==> src/hdl/pfg_pkg.sv <==
// Purpose: Shared constants and types for the pad pull and open-drain configuration bank.
// Assumes: Byte-wide register access from the device's serial command interpreter.
// Notes: Sixteen-bit registers take two byte addresses, low byte at the even one.
package pfg_pkg;

    // Byte addresses of the register bank.
    localparam logic [7:0] PFG_ADDR_ROW_LOW_PULL_LO = 8'hac;
    localparam logic [7:0] PFG_ADDR_ROW_LOW_PULL_HI = 8'had;
    localparam logic [7:0] PFG_ADDR_ROW_HIGH_PULL_LO = 8'hae;
    localparam logic [7:0] PFG_ADDR_ROW_HIGH_PULL_HI = 8'haf;
    localparam logic [7:0] PFG_ADDR_COL_OD_ENABLE = 8'he0;
    localparam logic [7:0] PFG_ADDR_COL_DRIVE_SOURCE = 8'he1;
    localparam logic [7:0] PFG_ADDR_ROW_OD_ENABLE = 8'he2;
    localparam logic [7:0] PFG_ADDR_ROW_DRIVE_SOURCE = 8'he3;

    // Values after reset.
    localparam logic [15:0] PFG_RST_ROW_LOW_PULL = 16'h5555;
    localparam logic [7:0] PFG_RST_ROW_HIGH_PULL = 8'h15;
    localparam logic [7:0] PFG_RST_ROW_HIGH_RSVD = 8'h5a;
    localparam logic [7:0] PFG_RST_OD_REG = 8'h00;
    localparam logic [7:0] PFG_UNMAPPED_RDATA = 8'h00;

    // Pull selector codes; any code with the upper bit set means pull-up.
    localparam logic [1:0] PFG_PULL_NONE = 2'h0;
    localparam logic [1:0] PFG_PULL_DOWN = 2'h1;

    // Ball counts.
    localparam int PFG_ROW_BALLS = 12;
    localparam int PFG_OD_BALLS = 8;

    typedef struct packed {
        logic [PFG_ROW_BALLS-1:0] up;
        logic [PFG_ROW_BALLS-1:0] down;
    } pfg_pull_s;

    typedef struct packed {
        logic [PFG_OD_BALLS-1:0] nmos_on;
        logic [PFG_OD_BALLS-1:0] pmos_on;
    } pfg_drive_s;

endpackage

==> src/hdl/pfg_pad_config.sv <==
// Purpose: Register bank setting pull resistors and open-drain behaviour of the keypad balls.
// Assumes: The serial command interpreter issues one-cycle byte read and write strobes on MCLK.
// Notes: Pad controls are decoded from next register values so they change with the register.
//
// Function
// - A pull selector of 00 means no pull, 01 pull-down, and any code with the upper bit set pull-up.
// - Row balls 0 to 4 own selectors at bits 1:0 up to 9:8 of the low-row pull register, each resetting to pull-down.
// - The high-row pull register at 0xAE holds row balls 8 to 10 at bits 1:0, 3:2, 5:4, each resetting to pull-down.
// - Row ball 11 sits at bits 7:6 of the high-row pull register and resets to no pull.
// - The column open-drain enable register at 0xE0 sets each column ball push-pull at 0, open-drain at 1, reset 0.
// - The column drive-source register at 0xE1 picks the open-drain stage and matters only while open-drain is on.
// - The row open-drain enable register at 0xE2 gives each row ball 0-7 push-pull at 0 or open-drain at 1, reset 0.
// - The row drive-source register at 0xE3 picks the open-drain stage for row balls 0-7 and resets to 0.
// - In open-drain mode a source bit of 0 only pulls low or floats, and 1 only drives high or floats.
// - The low-row pull register sits at 0xAC and covers row balls 0 to 7.
// - Row ball 11 keeps its pull setting whichever function owns the ball; it has no open-drain or drive-source control.
module pfg_pad_config
    import pfg_pkg::*;
(
    // Clock and reset.
    input wire logic MCLK,
    input wire logic RESETN,
    // Register access from the command interpreter.
    input wire logic [7:0] REG_ADDR,
    input wire logic REG_WR,
    input wire logic [7:0] REG_WDATA,
    input wire logic REG_RD,
    output logic [7:0] REG_RDATA,
    // GPIO data for column and row balls 0-7.
    input wire logic [7:0] COL_DOUT,
    input wire logic [7:0] COL_DOE,
    input wire logic [7:0] ROW_DOUT,
    input wire logic [7:0] ROW_DOE,
    // Pull resistor controls for row balls 0-11.
    output logic [11:0] ROW_PULL_UP,
    output logic [11:0] ROW_PULL_DOWN,
    // Open-drain configuration.
    output logic [7:0] COL_OD_EN,
    output logic [7:0] COL_OD_SRC,
    output logic [7:0] ROW_OD_EN,
    output logic [7:0] ROW_OD_SRC,
    // Output transistor controls.
    output logic [7:0] COL_NMOS_ON,
    output logic [7:0] COL_PMOS_ON,
    output logic [7:0] ROW_NMOS_ON,
    output logic [7:0] ROW_PMOS_ON
);

    logic [15:0] row_low_pull_select_ff;
    logic [15:0] nxt_row_low_pull_select;
    logic [7:0] row_high_pull_select_ff;
    logic [7:0] nxt_row_high_pull_select;
    logic [7:0] column_open_drain_enable_ff;
    logic [7:0] nxt_column_open_drain_enable;
    logic [7:0] column_drive_source_select_ff;
    logic [7:0] nxt_column_drive_source_select;
    logic [7:0] row_low_open_drain_enable_ff;
    logic [7:0] nxt_row_low_open_drain_enable;
    logic [7:0] row_low_drive_source_select_ff;
    logic [7:0] nxt_row_low_drive_source_select;
    logic [7:0] rdata_ff;
    logic [7:0] nxt_rdata;
    pfg_pull_s pull_ff;
    pfg_pull_s nxt_pull;
    pfg_drive_s col_drive_ff;
    pfg_drive_s nxt_col_drive;
    pfg_drive_s row_drive_ff;
    pfg_drive_s nxt_row_drive;

    // Register writes.
    always_comb
    begin
        nxt_row_low_pull_select = row_low_pull_select_ff;
        nxt_row_high_pull_select = row_high_pull_select_ff;
        nxt_column_open_drain_enable = column_open_drain_enable_ff;
        nxt_column_drive_source_select = column_drive_source_select_ff;
        nxt_row_low_open_drain_enable = row_low_open_drain_enable_ff;
        nxt_row_low_drive_source_select = row_low_drive_source_select_ff;
        if (REG_WR)
        begin
            case (REG_ADDR)
                PFG_ADDR_ROW_LOW_PULL_LO: nxt_row_low_pull_select[7:0] = REG_WDATA;
                PFG_ADDR_ROW_LOW_PULL_HI: nxt_row_low_pull_select[15:8] = REG_WDATA;
                PFG_ADDR_ROW_HIGH_PULL_LO: nxt_row_high_pull_select = REG_WDATA;
                PFG_ADDR_COL_OD_ENABLE: nxt_column_open_drain_enable = REG_WDATA;
                PFG_ADDR_COL_DRIVE_SOURCE: nxt_column_drive_source_select = REG_WDATA;
                PFG_ADDR_ROW_OD_ENABLE: nxt_row_low_open_drain_enable = REG_WDATA;
                PFG_ADDR_ROW_DRIVE_SOURCE: nxt_row_low_drive_source_select = REG_WDATA;
                // The reserved high byte at 0xAF is not writable, so it cannot drift.
                default: nxt_row_low_pull_select = row_low_pull_select_ff;
            endcase
        end
    end

    always_ff @(posedge MCLK or negedge RESETN)
    begin
        if (!RESETN)
        begin
            row_low_pull_select_ff <= PFG_RST_ROW_LOW_PULL;
            row_high_pull_select_ff <= PFG_RST_ROW_HIGH_PULL;
            column_open_drain_enable_ff <= PFG_RST_OD_REG;
            column_drive_source_select_ff <= PFG_RST_OD_REG;
            row_low_open_drain_enable_ff <= PFG_RST_OD_REG;
            row_low_drive_source_select_ff <= PFG_RST_OD_REG;
        end
        else
        begin
            row_low_pull_select_ff <= nxt_row_low_pull_select;
            row_high_pull_select_ff <= nxt_row_high_pull_select;
            column_open_drain_enable_ff <= nxt_column_open_drain_enable;
            column_drive_source_select_ff <= nxt_column_drive_source_select;
            row_low_open_drain_enable_ff <= nxt_row_low_open_drain_enable;
            row_low_drive_source_select_ff <= nxt_row_low_drive_source_select;
        end
    end

    // Register reads; data is presented the cycle after the strobe.
    always_comb
    begin
        nxt_rdata = rdata_ff;
        if (REG_RD)
        begin
            case (REG_ADDR)
                PFG_ADDR_ROW_LOW_PULL_LO: nxt_rdata = row_low_pull_select_ff[7:0];
                PFG_ADDR_ROW_LOW_PULL_HI: nxt_rdata = row_low_pull_select_ff[15:8];
                PFG_ADDR_ROW_HIGH_PULL_LO: nxt_rdata = row_high_pull_select_ff;
                PFG_ADDR_ROW_HIGH_PULL_HI: nxt_rdata = PFG_RST_ROW_HIGH_RSVD;
                PFG_ADDR_COL_OD_ENABLE: nxt_rdata = column_open_drain_enable_ff;
                PFG_ADDR_COL_DRIVE_SOURCE: nxt_rdata = column_drive_source_select_ff;
                PFG_ADDR_ROW_OD_ENABLE: nxt_rdata = row_low_open_drain_enable_ff;
                PFG_ADDR_ROW_DRIVE_SOURCE: nxt_rdata = row_low_drive_source_select_ff;
                default: nxt_rdata = PFG_UNMAPPED_RDATA;
            endcase
        end
    end

    always_ff @(posedge MCLK or negedge RESETN)
    begin
        if (!RESETN)
            rdata_ff <= PFG_UNMAPPED_RDATA;
        else
            rdata_ff <= nxt_rdata;
    end

    // Pad controls are decoded from the next register values and registered at the same edge
    // as the register itself, so the pad follows a write without an extra cycle of lag.
    pfg_pull_decode #(
        .BALLS(PFG_ROW_BALLS)
    ) u_pull_decode (
        .sel({nxt_row_high_pull_select, nxt_row_low_pull_select}),
        .pull(nxt_pull)
    );

    pfg_od_stage #(
        .WIDTH(PFG_OD_BALLS)
    ) u_col_stage (
        .od_en(nxt_column_open_drain_enable),
        .od_src(nxt_column_drive_source_select),
        .dout(COL_DOUT),
        .doe(COL_DOE),
        .drive(nxt_col_drive)
    );

    pfg_od_stage #(
        .WIDTH(PFG_OD_BALLS)
    ) u_row_stage (
        .od_en(nxt_row_low_open_drain_enable),
        .od_src(nxt_row_low_drive_source_select),
        .dout(ROW_DOUT),
        .doe(ROW_DOE),
        .drive(nxt_row_drive)
    );

    always_ff @(posedge MCLK or negedge RESETN)
    begin
        if (!RESETN)
        begin
            pull_ff <= '0;
            col_drive_ff <= '0;
            row_drive_ff <= '0;
        end
        else
        begin
            pull_ff <= nxt_pull;
            col_drive_ff <= nxt_col_drive;
            row_drive_ff <= nxt_row_drive;
        end
    end

    // During reset the pull outputs read zero; the reset pulls appear at the first edge after release.
    assign REG_RDATA = rdata_ff;
    assign ROW_PULL_UP = pull_ff.up;
    assign ROW_PULL_DOWN = pull_ff.down;
    assign COL_OD_EN = column_open_drain_enable_ff;
    assign COL_OD_SRC = column_drive_source_select_ff;
    assign ROW_OD_EN = row_low_open_drain_enable_ff;
    assign ROW_OD_SRC = row_low_drive_source_select_ff;
    assign COL_NMOS_ON = col_drive_ff.nmos_on;
    assign COL_PMOS_ON = col_drive_ff.pmos_on;
    assign ROW_NMOS_ON = row_drive_ff.nmos_on;
    assign ROW_PMOS_ON = row_drive_ff.pmos_on;
endmodule // pfg_pad_config

==> src/hdl/pfg_pull_decode.sv <==
// Purpose: Decodes two-bit pull selectors into pull-up and pull-down enables.
// Assumes: Selectors are packed two bits per ball, ball 0 in the lowest bits.
// Notes: Purely combinational; the caller registers the result.
module pfg_pull_decode
    import pfg_pkg::*;
#(
    parameter int BALLS = PFG_ROW_BALLS
)
(
    // Selectors.
    input wire logic [2*BALLS-1:0] sel,
    // Pull enables.
    output pfg_pull_s pull
);

    // The pull struct has a fixed width, so no other ball count can be served.
    if (BALLS != PFG_ROW_BALLS)
    begin : g_bad_balls
        $error("pfg_pull_decode: BALLS must match the pull struct width");
    end

    always_comb
    begin
        for (int i = 0; i < BALLS; i++)
        begin
            pull.up[i] = sel[2*i+1];
            pull.down[i] = (sel[2*i +: 2] == PFG_PULL_DOWN);
        end
    end

endmodule // pfg_pull_decode

==> src/hdl/pfg_od_stage.sv <==
// Purpose: Chooses which output transistors are on for a group of balls.
// Assumes: Data and output enable come from the GPIO logic on the same clock.
// Notes: The drive-source bit matters only while open-drain is enabled.
module pfg_od_stage
    import pfg_pkg::*;
#(
    parameter int WIDTH = PFG_OD_BALLS
)
(
    // Configuration.
    input wire logic [WIDTH-1:0] od_en,
    input wire logic [WIDTH-1:0] od_src,
    // Data from the GPIO logic.
    input wire logic [WIDTH-1:0] dout,
    input wire logic [WIDTH-1:0] doe,
    // Transistor controls.
    output pfg_drive_s drive
);

    // The drive struct has a fixed width, so no other ball count can be served.
    if (WIDTH != PFG_OD_BALLS)
    begin : g_bad_width
        $error("pfg_od_stage: WIDTH must match the drive struct width");
    end

    always_comb
    begin
        for (int i = 0; i < WIDTH; i++)
        begin
            if (!od_en[i])
            begin
                drive.nmos_on[i] = doe[i] & ~dout[i];
                drive.pmos_on[i] = doe[i] & dout[i];
            end
            else if (!od_src[i])
            begin
                // Low side only: the ball can be pulled low or left floating.
                drive.nmos_on[i] = doe[i] & ~dout[i];
                drive.pmos_on[i] = 1'b0;
            end
            else
            begin
                drive.nmos_on[i] = 1'b0;
                drive.pmos_on[i] = doe[i] & dout[i];
            end
        end
    end

endmodule // pfg_od_stage

==> config.mk <==
export PLATFORM = sky130hd
export DESIGN_NAME = pfg_pad_config
export DESIGN_NICKNAME = d
export VERILOG_FILES = /design/src/hdl/pfg_pkg.sv /design/src/hdl/pfg_pad_config.sv /design/src/hdl/pfg_pull_decode.sv /design/src/hdl/pfg_od_stage.sv
export SDC_FILE = /design/constraint.sdc
export NUM_CORES = 1
export LEC_CHECK = 0
export ABC_AREA = 1
export BUFFER_PORTS_ARGS = -buffer_cell sky130_fd_sc_hd__buf_2
export CORE_MARGIN = 3
export CORE_UTILIZATION = 57
export CTS_CLUSTER_SIZE = 16
export DETAILED_ROUTE_END_ITERATION = 10
export PLACE_DENSITY = 0.85
export SLEW_MARGIN = 20
export SYNTH_ARGS = -nofsm -noshare
export SYNTH_HDL_FRONTEND = slang
export SYNTH_HIERARCHICAL = 1
export SYNTH_SLANG_ARGS = --single-unit
export TNS_END_PERCENT = 100
==> constraint.sdc <==
create_clock -name MCLK -period 2.4 [get_ports MCLK]
set_clock_uncertainty 0.05 [all_clocks]
set_input_delay 0.12 -clock MCLK [delete_from_list [all_inputs] [get_ports MCLK]]
set_output_delay 0.12 -clock MCLK [all_outputs]
set_load 0.02 [all_outputs]
==> results of run 1 <==
layout make-up:
type                    count  area (um^2)  share of cell area (%)
flip-flops and latches    120         3020                    40.4
multi-input cells         369         2100                    28.1
repair buffers            205         1320                    17.7
clock buffers              23          457                    6.12
inverters                  80          303                    4.06
well taps                 129          161                    2.16
clock inverters             9          103                    1.38
per-layer routing:
layer | part of all wire (%) | global-route usage, % | wire, um
met1 | 39 | 37.0 | 6400
met2 | 50 | 50.5 | 8220
met3 | 7.5 | 8.21 | 1220
met4 | 2.8 | 10.9 | 460
met5 | 0.067 | 0 | 11
synth_stat cells (all sizes together):
| cell | n |
|---|---|
| buf | 24 |
| inv | 80 |
| dfrtp | 109 |
| dfstp | 11 |
| o21a | 44 |
| o21ai | 12 |
| nand3 | 53 |
| nor2 | 64 |
| a21oi | 16 |
| nand2 | 180 |
| clkbuf | 1 |
flip-flops by register name, indices dropped and copies added (netlist names):
register / flops
COL_PMOS_ON: 8
ROW_OD_EN: 8
ROW_NMOS_ON: 8
row_low_pull_select_ff: 16
ROW_PULL_UP: 12
COL_NMOS_ON: 8
ROW_OD_SRC: 8
COL_OD_SRC: 8
row_high_pull_select_ff: 8
ROW_PULL_DOWN: 12
REG_RDATA: 8
COL_OD_EN: 8
ROW_PMOS_ON: 8
layout by cell type (no fill, tap or decap):
cell type      Yosys  layout
buf_4             14       3
nor2_2            12      12
nand3_4            1       1
nand2_1          168     168
clkbuf_16          0      16
dfstp_2           11      11
inv_1             75      75
o21ai_1            4       4
buf_12             0       1
buf_2              0     146
clkbuf_8           0       3
nor2_4             2       2
clkinvlp_4         0       3
clkinv_2           0       4
inv_4              1       1
o21a_1            44      44
inv_2              4       4
nand2_4           11      11
dlygate4sd3_1      0      55
nand2_2            1       1
dfrtp_1          109     109
a21oi_2           16      16
nor2_1            37      37
nor2_8            13      13
nand3_1           52      52
o21ai_2            8       8
clkbuf_1           1       4
bufinv_16          0       2
critical path: cells and delay by family:
kind / cells / cell delay [ns]
buffers and inverters: 4 / 0.82
AO/OA/AOI/OAI: 2 / 0.47
AND/OR/NAND/NOR: 3 / 0.75
how the worst min path moves through the flow:
stage | startpoint | end | slack, ns | cells past startpoint
2_1_floorplan | RESETN | COL_NMOS_ON[0]$_DFF_PN0_ | -0.23 | 0
3_3_place_gp | RESETN | ROW_PULL_DOWN[5]$_DFF_PN0_ | 0.06 | 1
3_5_place_dp | RESETN | REG_RDATA[2]$_DFFE_PN0P_ | 0.07 | 1
4_1_cts | REG_WR | ROW_OD_SRC[3]$_DFF_PN0_ | 0.02 | 3
5_1_grt | REG_WR | ROW_OD_SRC[3]$_DFF_PN0_ | 0.04 | 3
6_report | REG_WR | ROW_OD_SRC[2]$_DFF_PN0_ | 0.03 | 3
per-stage QoR:
| step | power (mW) | hold slack [ns] | utilization (%) | std cells | cell area (um^2) |
|---|---|---|---|---|---|
| 6_report | 5.38 | 0.0321 | 79.2 | 935 | 7460 |
| 5_1_grt | 5.56 | 0.0393 | 79.2 | 935 | 7460 |
| 4_1_cts | 5.37 | 0.0173 | 79.2 | 935 | 7460 |
| 3_5_place_dp | 2.92 | 0.0733 | 67.4 | 848 | 6350 |
| 3_3_place_gp | 2.89 | 0.0591 | 67.4 | 848 | 6350 |
| 2_1_floorplan | 2.66 | -0.226 | - | 594 | 5650 |
power by group through the flow:
stage	sequential (mW)	clock, mW	combinational, mW
floorplan	2.39	0	0.267
detailed placement	2.28	0	0.644
global placement	2.27	0	0.622
CTS	2.25	2.41	0.715
finish	2.25	2.41	0.725
global route	2.26	2.53	0.777
cell families (layout without fill, tap and decap cells):
family / after synthesis / in the layout / synth area share, %
buf+inv: 105 / 317 / 9.48
flops: 120 / 120 / 53.4
compound gates: 72 / 72 / 9.92
simple gates: 297 / 297 / 27.2
timing repair:
| action | 4_1_cts | 5_1_grt |
|---|---|---|
| hold endpoints to repair | 141 | 0 |
| hold buffers | 55 | 0 |
| setup endpoints to repair | 0 | 0 |
==> impl_metrics.ini, run 1 <==
[grt]
gr-total-overflow = 0
grt_util_all_layers_pct = 30.0
via_count_of_the_first_global_routing_pass = 5006
antenna_found_initial = 1
maximum_number_of_pins_on_one_net_before_global_route_repair = 57
global_route_wire_length_before_repair_um = 25800

[route]
dr.first_iter.drc_count = 309
routed_wire_length_um = 16300
drcViolationCount = 0
detail_route.vias_per_cell = 5.20
route.antenna.remaining_nets = 0
post_drt_wl_per_cell_um = 17.4
first_pass_iters = 5
total_vias_in_the_final_route = 4862

[power_and_ir_drop]
comb_power_share_pct = 13.5
clock_power_share_pct = 44.8
power_per_cell_area_mw_per_mm2 = 722
power_switching_share_pct = 26.5
total_leakage_power_nw = 4.25
vdd_drop_max_uv = 540
p_switching_mw = 1.43
p_int_mw = 3.96
pwr-share-seq_pct = 41.8

[synth]
ys_warn_count = 6
synth_nets = 646
synth_seq_cells = 120
avgSynthCellArea_um2 = 9.51
post_synth_num_cell_types = 22
post-synth-top-area-fraction_pct = 48.3
post-synth-top-area-cell = dfrtp_1
sequential_share_of_the_synthesized_area_pct = 53.4
yosys-top-cells-area = dfrtp_1, nand2_1, o21a_1
total_standard_cell_area_after_synthesis_mm2 = 0.00565
syn-instance-count = 594

[floorplanning]
design.core.area_mm2 = 0.00942
initial_cell_density_of_the_core_pct = 60.0
num_rows = 35
dieArea_mm2 = 0.0111
floorplan.io_pins = 148
die_width_um = 106
floorplan.die.height_um = 106

[worst_setup_path]
crit_arrival_ns = 2.17
rrSetupSlack_ns = 0.85
worstReg2RegEnd = ROW_PMOS_ON[5]$_DFF_PN0_
cp-startpoint = REG_ADDR[4]
timing.critical_path.cells = buf_2 -> inv_1 -> nand2_2 -> nor2_8 -> nand3_4 -> o21ai_1 -> inv_1 -> a21oi_2 -> dlygate4sd3_1
crit_top_cell = inv_1
critical_path.slowest_cell = dlygate4sd3_1
worst_r2r_startpoint = ROW_OD_SRC[5]$_DFF_PN0_
crit_path_end = ROW_PMOS_ON[5]$_DFF_PN0_
worst_path_largest_cell_delay_ns = 0.56
largest_fanout_on_the_critical_path = 23
worst-setup-path-type = in2reg
setup.worst_path.end_class = flop
cp_data_required_time_ns = 2.79
r2r_cell_count = 5
start_kind = primary input

[finish]
fillCellCount = 596
syn_to_final_growth_pct = 32.1
final_layout_size_suffix_gt1_share_pct = 32.0
num-nets-final = 845
number_of_diodes = 0

[run]
cap_viol_max_count = 0

[sta]
achievable-frequency_ghz = 0.561
final_critical_path_setup_slack_ns = 0.618
worst_slew_pin_tran_ns = 0.498
grt_setup_unrepaired = no
slew_violations = 0
period_share_pct = 74.2
hold_violations = 0
relSlewSlack_pct = 66.8
post-route-min-period_ns = 1.78
totalNegativeSetupSlack_ns = 0
final_setup_violation_count = 0

[placement]
place.detailed.hpwl_um = 10400
globalplace.congestion = 0.924
port-buffer-count = 147
detailedPlace.worstSlack_ns = 0.716

[clocking]
cts-root-buf = clkbuf_8
post_cts_gate_resize_count = 0
cts_max_path_buffers = 2
clock_latency_ns = 0.51
worst_setup_hold_path_clk_slew_ns = 0.05
cts-buffers-inserted = 17
cts.sink_count = 120
post-cts-setup-buffer-count = 0
cts_tree = done
max_h_tree_level = 4

[run_status]
outcome = completed

[hold_path]
type_of_the_tightest_min_delay_check = in2reg
Note: power is estimated with default switching activity, not from simulation.
==> run 2, diff against run 1 <==
--- a/config.mk
+++ b/config.mk
@@ -8,10 +8,10 @@
 export ABC_AREA = 1
 export BUFFER_PORTS_ARGS = -buffer_cell sky130_fd_sc_hd__buf_2
 export CORE_MARGIN = 3
-export CORE_UTILIZATION = 57
+export CORE_UTILIZATION = 53
 export CTS_CLUSTER_SIZE = 16
 export DETAILED_ROUTE_END_ITERATION = 10
-export PLACE_DENSITY = 0.85
+export PLACE_DENSITY = 0.8
 export SLEW_MARGIN = 20
 export SYNTH_ARGS = -nofsm -noshare
 export SYNTH_HDL_FRONTEND = slang
==> constraint.sdc (replaced) <==
create_clock -name MCLK -period 1.8 [get_ports MCLK]
set_clock_uncertainty 0.05 [all_clocks]
set_input_delay 0.09 -clock MCLK [delete_from_list [all_inputs] [get_ports MCLK]]
set_output_delay 0.09 -clock MCLK [all_outputs]
set_load 0.02 [all_outputs]
==> run 2 against run 1 <==
Design area rose by 1.4%; power rose by 37%; via count fell by 1.5%; largest cell class unchanged; count of clock-buffer cells in the layout fell by 5; non-clock buffer count rose by 4; worst setup slack got worse by 0.50 ns.
==> impl_metrics.ini, run 2 (synthesized netlist as in run 1, its figures left out) <==
[clocking]
clock_latency_ns = 0.53
cts-root-buf = clkbuf_8
cts-buffers-inserted = 17
post_cts_gate_resize_count = 0
cts_max_path_buffers = 2
worst_setup_hold_path_clk_slew_ns = 0.06
cts_tree = done
max_h_tree_level = 4
cts.sink_count = 120

[route]
post_drt_wl_per_cell_um = 16.3
met2_wirelength_um = 7400
total_vias_in_the_final_route = 4791
route.antenna.remaining_nets = 0
detail_route.vias_per_cell = 5.06
dr.first_iter.drc_count = 376
route.top_layer_used = met4
routed_wire_length_um = 15400
met1Wirelength_um = 6330
drcViolationCount = 0
dr_wl_met3_um = 1030
first_pass_iters = 5

[floorplanning]
floorplan.io_pins = 148
design.core.area_mm2 = 0.0103
initial_cell_density_of_the_core_pct = 54.7
die_width_um = 109
num_rows = 37
floorplan.die.height_um = 109
dieArea_mm2 = 0.0119

[hold_path]
min_delay_worst_endpoint = row_low_pull_select_ff[12]$_DFF_PN1_
worstHoldStart = REG_WDATA[4]
worst_hold_path.num_cells = 4
type_of_the_tightest_min_delay_check = in2reg

[sta]
final_setup_violation_count = 0
period_share_pct = 93.4
slew_violations = 0
hold_violations = 0
achievable-frequency_ghz = 0.595
relSlewSlack_pct = 72.2
totalNegativeSetupSlack_ns = 0
worst_slew_pin_tran_ns = 0.417
hold-worst-slack_ns = 0.0252
grt_setup_unrepaired = no
post-route-min-period_ns = 1.68

[worst_setup_path]
worst_r2r_startpoint = ROW_OD_EN[5]$_DFF_PN0_
cp_data_required_time_ns = 2.16
r2r_cell_count = 6
rrSetupSlack_ns = 0.28
setup.worst_path.end_class = flop
crit_arrival_ns = 2.04
largest_fanout_on_the_critical_path = 6
cp-startpoint = REG_WR
worst-setup-path-type = in2reg
worstReg2RegEnd = ROW_NMOS_ON[5]$_DFF_PN0_
start_kind = primary input

[grt]
gr-total-overflow = 0
global_route_wire_length_before_repair_um = 24200
maximum_number_of_pins_on_one_net_before_global_route_repair = 62
grt_util_all_layers_pct = 26.8
antenna_found_initial = 0
via_count_of_the_first_global_routing_pass = 4839

[finish]
commonest_non_fill_non_tap_cells_in_the_layout = nand2_1, buf_2, dfrtp_1
final_layout_size_suffix_gt1_share_pct = 32.6
mostFrequentLayoutCell = nand2_1
syn_to_final_growth_pct = 33.9
num-nets-final = 849
largest_register_ff_count = 16
top_register = row_low_pull_select_ff

[placement]
place.detailed.hpwl_um = 10000
globalplace.congestion = 0.974
port-buffer-count = 147

[power_and_ir_drop]
power_per_cell_area_mw_per_mm2 = 975
vdd_drop_max_uv = 629
total_leakage_power_nw = 4.29

[run_status]
outcome = completed

[run]
cap_viol_max_count = 0
==> run 2: cell types whose count changed in the layout (fill, tap and decap cells not counted), sizes merged <==
cell / delta
diode: +1
dlygate4sd3: +2
bufinv: +1
inv: +1
buf: +2
clkinv: +3
clkbuf: -5
==> run 2: metal layers <==
metal | vias up | track usage (%)
li1 | 2260 | -
met1 | 2272 | 33.6
met2 | 204 | 43.2
met3 | 55 | 6.16
met4 | 0 | 14.4
met5 | - | 0
==> run 2: critical path, cell delays in order <==
cell and delay [ns]:
dlygate4sd3_1 0.54, buf_2 0.16, inv_4 0.26, nor2_8 0.05, o21ai_1 0.23, nand2_1 0.08, inv_1 0.06, nor2_1 0.03
dlygate4sd3_1 0.54
==> run 2: area by class of cell <==
class | instances | area (um^2)
antenna | 1 | 2.50
clock buffer | 18 | 428
multi-input combinational | 369 | 2100
inverter | 80 | 303
clock inverter | 14 | 175
sequential | 120 | 3020
timing repair buffer | 209 | 1370
fill | 703 | 2760
tap | 136 | 170
==> run 2: timing repair <==
item                                    CTS  global route
endpoints found under the setup margin    0             1
hold buffers                             57             0
setup buffers                             0             1
hold endpoints to repair                173             0
==> run 2: worst max-delay path by stage <==
| stage | slack (ns) | cells past startpoint | to |
|---|---|---|---|
| floorplan | 0.50 | 11 | ROW_NMOS_ON[5]$_DFF_PN0_ |
| global placement | 0.29 | 11 | ROW_NMOS_ON[5]$_DFF_PN0_ |
| detailed placement | 0.19 | 11 | COL_NMOS_ON[7]$_DFF_PN0_ |
| CTS | 0.02 | 9 | ROW_NMOS_ON[5]$_DFF_PN0_ |
| global route | 0.05 | 9 | ROW_NMOS_ON[5]$_DFF_PN0_ |
| finish | 0.12 | 9 | ROW_NMOS_ON[5]$_DFF_PN0_ |
==> run 2: report_power, final <==
group          switching, mW  internal (mW)
Clock                   1.26           2.15
Sequential             0.108           2.89
Combinational          0.606          0.355
==> run 2: per-stage QoR <==
step	total power, mW	std cells	util [%]	cell area, um^2	setup slack (ns)
2_1_floorplan	3.55	594	-	5650	0.499
3_3_place_gp	3.87	856	61.8	6380	0.291
3_5_place_dp	3.90	856	61.8	6380	0.194
4_1_cts	7.41	945	73.2	7550	0.0159
5_1_grt	7.63	946	73.2	7560	0.0484
6_report	7.37	947	73.3	7560	0.119
==> run 3, diff against run 2 <==
--- a/config.mk
+++ b/config.mk
@@ -8,13 +8,12 @@
 export ABC_AREA = 1
 export BUFFER_PORTS_ARGS = -buffer_cell sky130_fd_sc_hd__buf_2
 export CORE_MARGIN = 3
-export CORE_UTILIZATION = 53
+export CORE_UTILIZATION = 52
 export CTS_CLUSTER_SIZE = 16
 export DETAILED_ROUTE_END_ITERATION = 10
 export PLACE_DENSITY = 0.8
 export SLEW_MARGIN = 20
 export SYNTH_ARGS = -nofsm -noshare
 export SYNTH_HDL_FRONTEND = slang
-export SYNTH_HIERARCHICAL = 1
 export SYNTH_SLANG_ARGS = --single-unit
 export TNS_END_PERCENT = 100
==> run 3 against run 2 <==
Cell count shrank 2.3%; flip-flop and latch count decreased by 12; worst setup slack better by 0.38 ns; clock power is 60% lower; worst hold slack better by 0.027 ns; non-clock buffer count increased by 8; critical path depth is the same; die area shrank 8.9%; power fell by 35%; largest power group is now sequential cells; highest routed layer unchanged.
==> impl_metrics.ini, run 3 <==
[run_status]
outcome = completed

[finish]
number_of_diodes = 0
final_layout_size_suffix_gt1_share_pct = 28.3
commonest_non_fill_non_tap_cells_in_the_layout = nand2_1, buf_2, dfrtp_1
fillCellCount = 708
mostFrequentLayoutCell = nand2_1
syn_to_final_growth_pct = 31.4
num-nets-final = 843

[grt]
via_count_of_the_first_global_routing_pass = 4863
global_route_wire_length_before_repair_um = 23900
maximum_number_of_pins_on_one_net_before_global_route_repair = 53
antenna_found_initial = 0
grt_util_all_layers_pct = 27.6
gr-total-overflow = 0

[sta]
period_share_pct = 72.3
hold_violations = 0
slew_violations = 0
achievable-frequency_ghz = 0.769
relSlewSlack_pct = 76.5
totalNegativeSetupSlack_ns = 0
post-route-min-period_ns = 1.30
grt_setup_unrepaired = no
final_setup_violation_count = 0
worst_slew_pin_tran_ns = 0.353

[placement]
globalplace.congestion = 0.853
place.detailed.hpwl_um = 10000
port-buffer-count = 147

[clocking]
clock_latency_ns = 0.38
cts.sink_count = 108
cts-root-buf = clkbuf_8
worst_setup_hold_path_clk_slew_ns = 0.11
cts-buffers-inserted = 9
max_h_tree_level = 3
cts_max_path_buffers = 2
cts_tree = done
post-cts-setup-buffer-count = 0

[power_and_ir_drop]
power_per_cell_area_mw_per_mm2 = 727
vdd_drop_max_uv = 411
p_total_mw = 4.79
total_leakage_power_nw = 3.57

[route]
drcViolationCount = 0
first_pass_iters = 5
total_vias_in_the_final_route = 4928
post_drt_wl_per_cell_um = 15.8
routed_wire_length_um = 14600
detail_route.vias_per_cell = 5.33
dr.first_iter.drc_count = 323
route.antenna.remaining_nets = 0

[floorplanning]
initial_cell_density_of_the_core_pct = 53.8
floorplan.io_pins = 148
die_width_um = 104
dieArea_mm2 = 0.0109
design.core.area_mm2 = 0.00933
num_rows = 35
floorplan.die.height_um = 104

[synth]
post-synth-top-area-cell = dfrtp_1
avgSynthCellArea_um2 = 8.49
ys_warn_count = 0
post-synth-top-area-fraction_pct = 48.4
synth_seq_cells = 108
post_synth_num_cell_types = 21
synth_top_flop_cell = dfrtp_1
synth-edff-count = 0
sequential_share_of_the_synthesized_area_pct = 54.1
total_standard_cell_area_after_synthesis_mm2 = 0.00502
yosys-top-cells-area = dfrtp_1, nand2_1, dfstp_2
syn-instance-count = 591
synthArstFlopShare_pct = 100
synth_most_common_cell = nand2_1
synth_nets = 643
netlist_top_cells_count = nand2_1, dfrtp_1, inv_1

[worst_setup_path]
crit_arrival_ns = 1.55
cp-startpoint = REG_ADDR[4]
worst-setup-path-type = in2reg
worst_r2r_startpoint = COL_OD_SRC[7]$_DFF_PN0_
rrSetupSlack_ns = 0.66
cp_data_required_time_ns = 2.05
start_kind = primary input
setup.worst_path.end_class = flop
largest_fanout_on_the_critical_path = 17

[hold_path]
type_of_the_tightest_min_delay_check = in2async

[run]
cap_viol_max_count = 0
## run 3: cell types whose count changed in the layout (fill, tap and decap cells not counted), sizes merged, moves of 4 or more
cell,delta
nand3,+5
inv,-14
dfrtp,-12
clkinv,-4
o21ai,+60
buf,+7
nand2,+4
nor2,-21
o21a,-44
clkbuf,-8
a21oi,+16
## run 3: what timing repair did
action	in CTS	in global routing
endpoints found under the hold margin	149	0
setup endpoints to repair	0	1
resized for setup	0	2
hold buffers	59	0
## run 3: worst max-delay path: stages
cell and delay [ns]:
buf_2 0.10, inv_1 0.04, nand2_1 0.15, nor2_8 0.20, buf_4 0.25, nand3_4 0.25
nand2_1 0.18, o21ai_2 0.10, a21oi_1 0.18
## run 3: path summary, 6_finish.rpt
path                                                       end  depth (start not counted)
min in group MCLK                     ROW_PULL_UP[3]$_DFF_PN0_                          3
max reg2reg                           REG_RDATA[7]$_DFFE_PN0P_                          6
max in group asynchronous  row_low_pull_select_ff[8]$_DFF_PN1_                          3
max                                   COL_PMOS_ON[3]$_DFF_PN0_                          9
min                                   REG_RDATA[2]$_DFFE_PN0P_                          2
min reg2reg                           REG_RDATA[0]$_DFFE_PN0P_                          2
## run 3: logic make-up after synthesis
| kind of cell | Yosys count | synth area share, % |
|---|---|---|
| compound gates | 104 | 11.6 |
| buf+inv | 94 | 8.78 |
| simple gates | 285 | 25.5 |
| flops | 108 | 54.1 |
## run 3: per-stage QoR
stage	area [um^2]	worst slack [ns]	util (%)	hold slack (ns)	instances
floorplan	5020	0.551	-	-0.256	591
global placement	5830	0.215	62.5	-0.0914	851
detailed placement	5830	0.172	62.5	-0.0891	851
CTS	6600	0.0515	70.7	0.0531	926
global route	6590	0.390	70.7	0.0632	925
finish	6590	0.499	70.7	0.0518	925
## run 3: layer usage
layer  share of wire (%)  vias up  track usage (%)
li1                    -     2271                -
met1                  39     2328             34.7
met2                  49      272             45.8
met3                 8.2       57             5.46
met4                 3.9        0             13.4
met5                   0        -                0
## run 3: report_power, final
| part | switching [mW] | leakage, nW | total [mW] | internal, mW |
|---|---|---|---|---|
| registers | 0.0778 | 1.37 | 2.63 | 2.56 |
| clock network | 0.865 | 0.0831 | 1.38 | 0.517 |
| logic | 0.488 | 2.12 | 0.776 | 0.288 |
| total | 1.43 | 3.57 | 4.79 | 3.36 |
## run 3: layout make-up
type                            instances  area [um^2]  area share, %
Clock buffer                           10          128           1.94
Timing Repair Buffer                  217         1430           21.6
Tap cell                              129          161           2.45
Sequential cell                       108         2720           41.2
Inverter                               66          248           3.76
Multi-Input combinational cell        389         1870           28.3
Clock inverter                          6         50.0          0.759
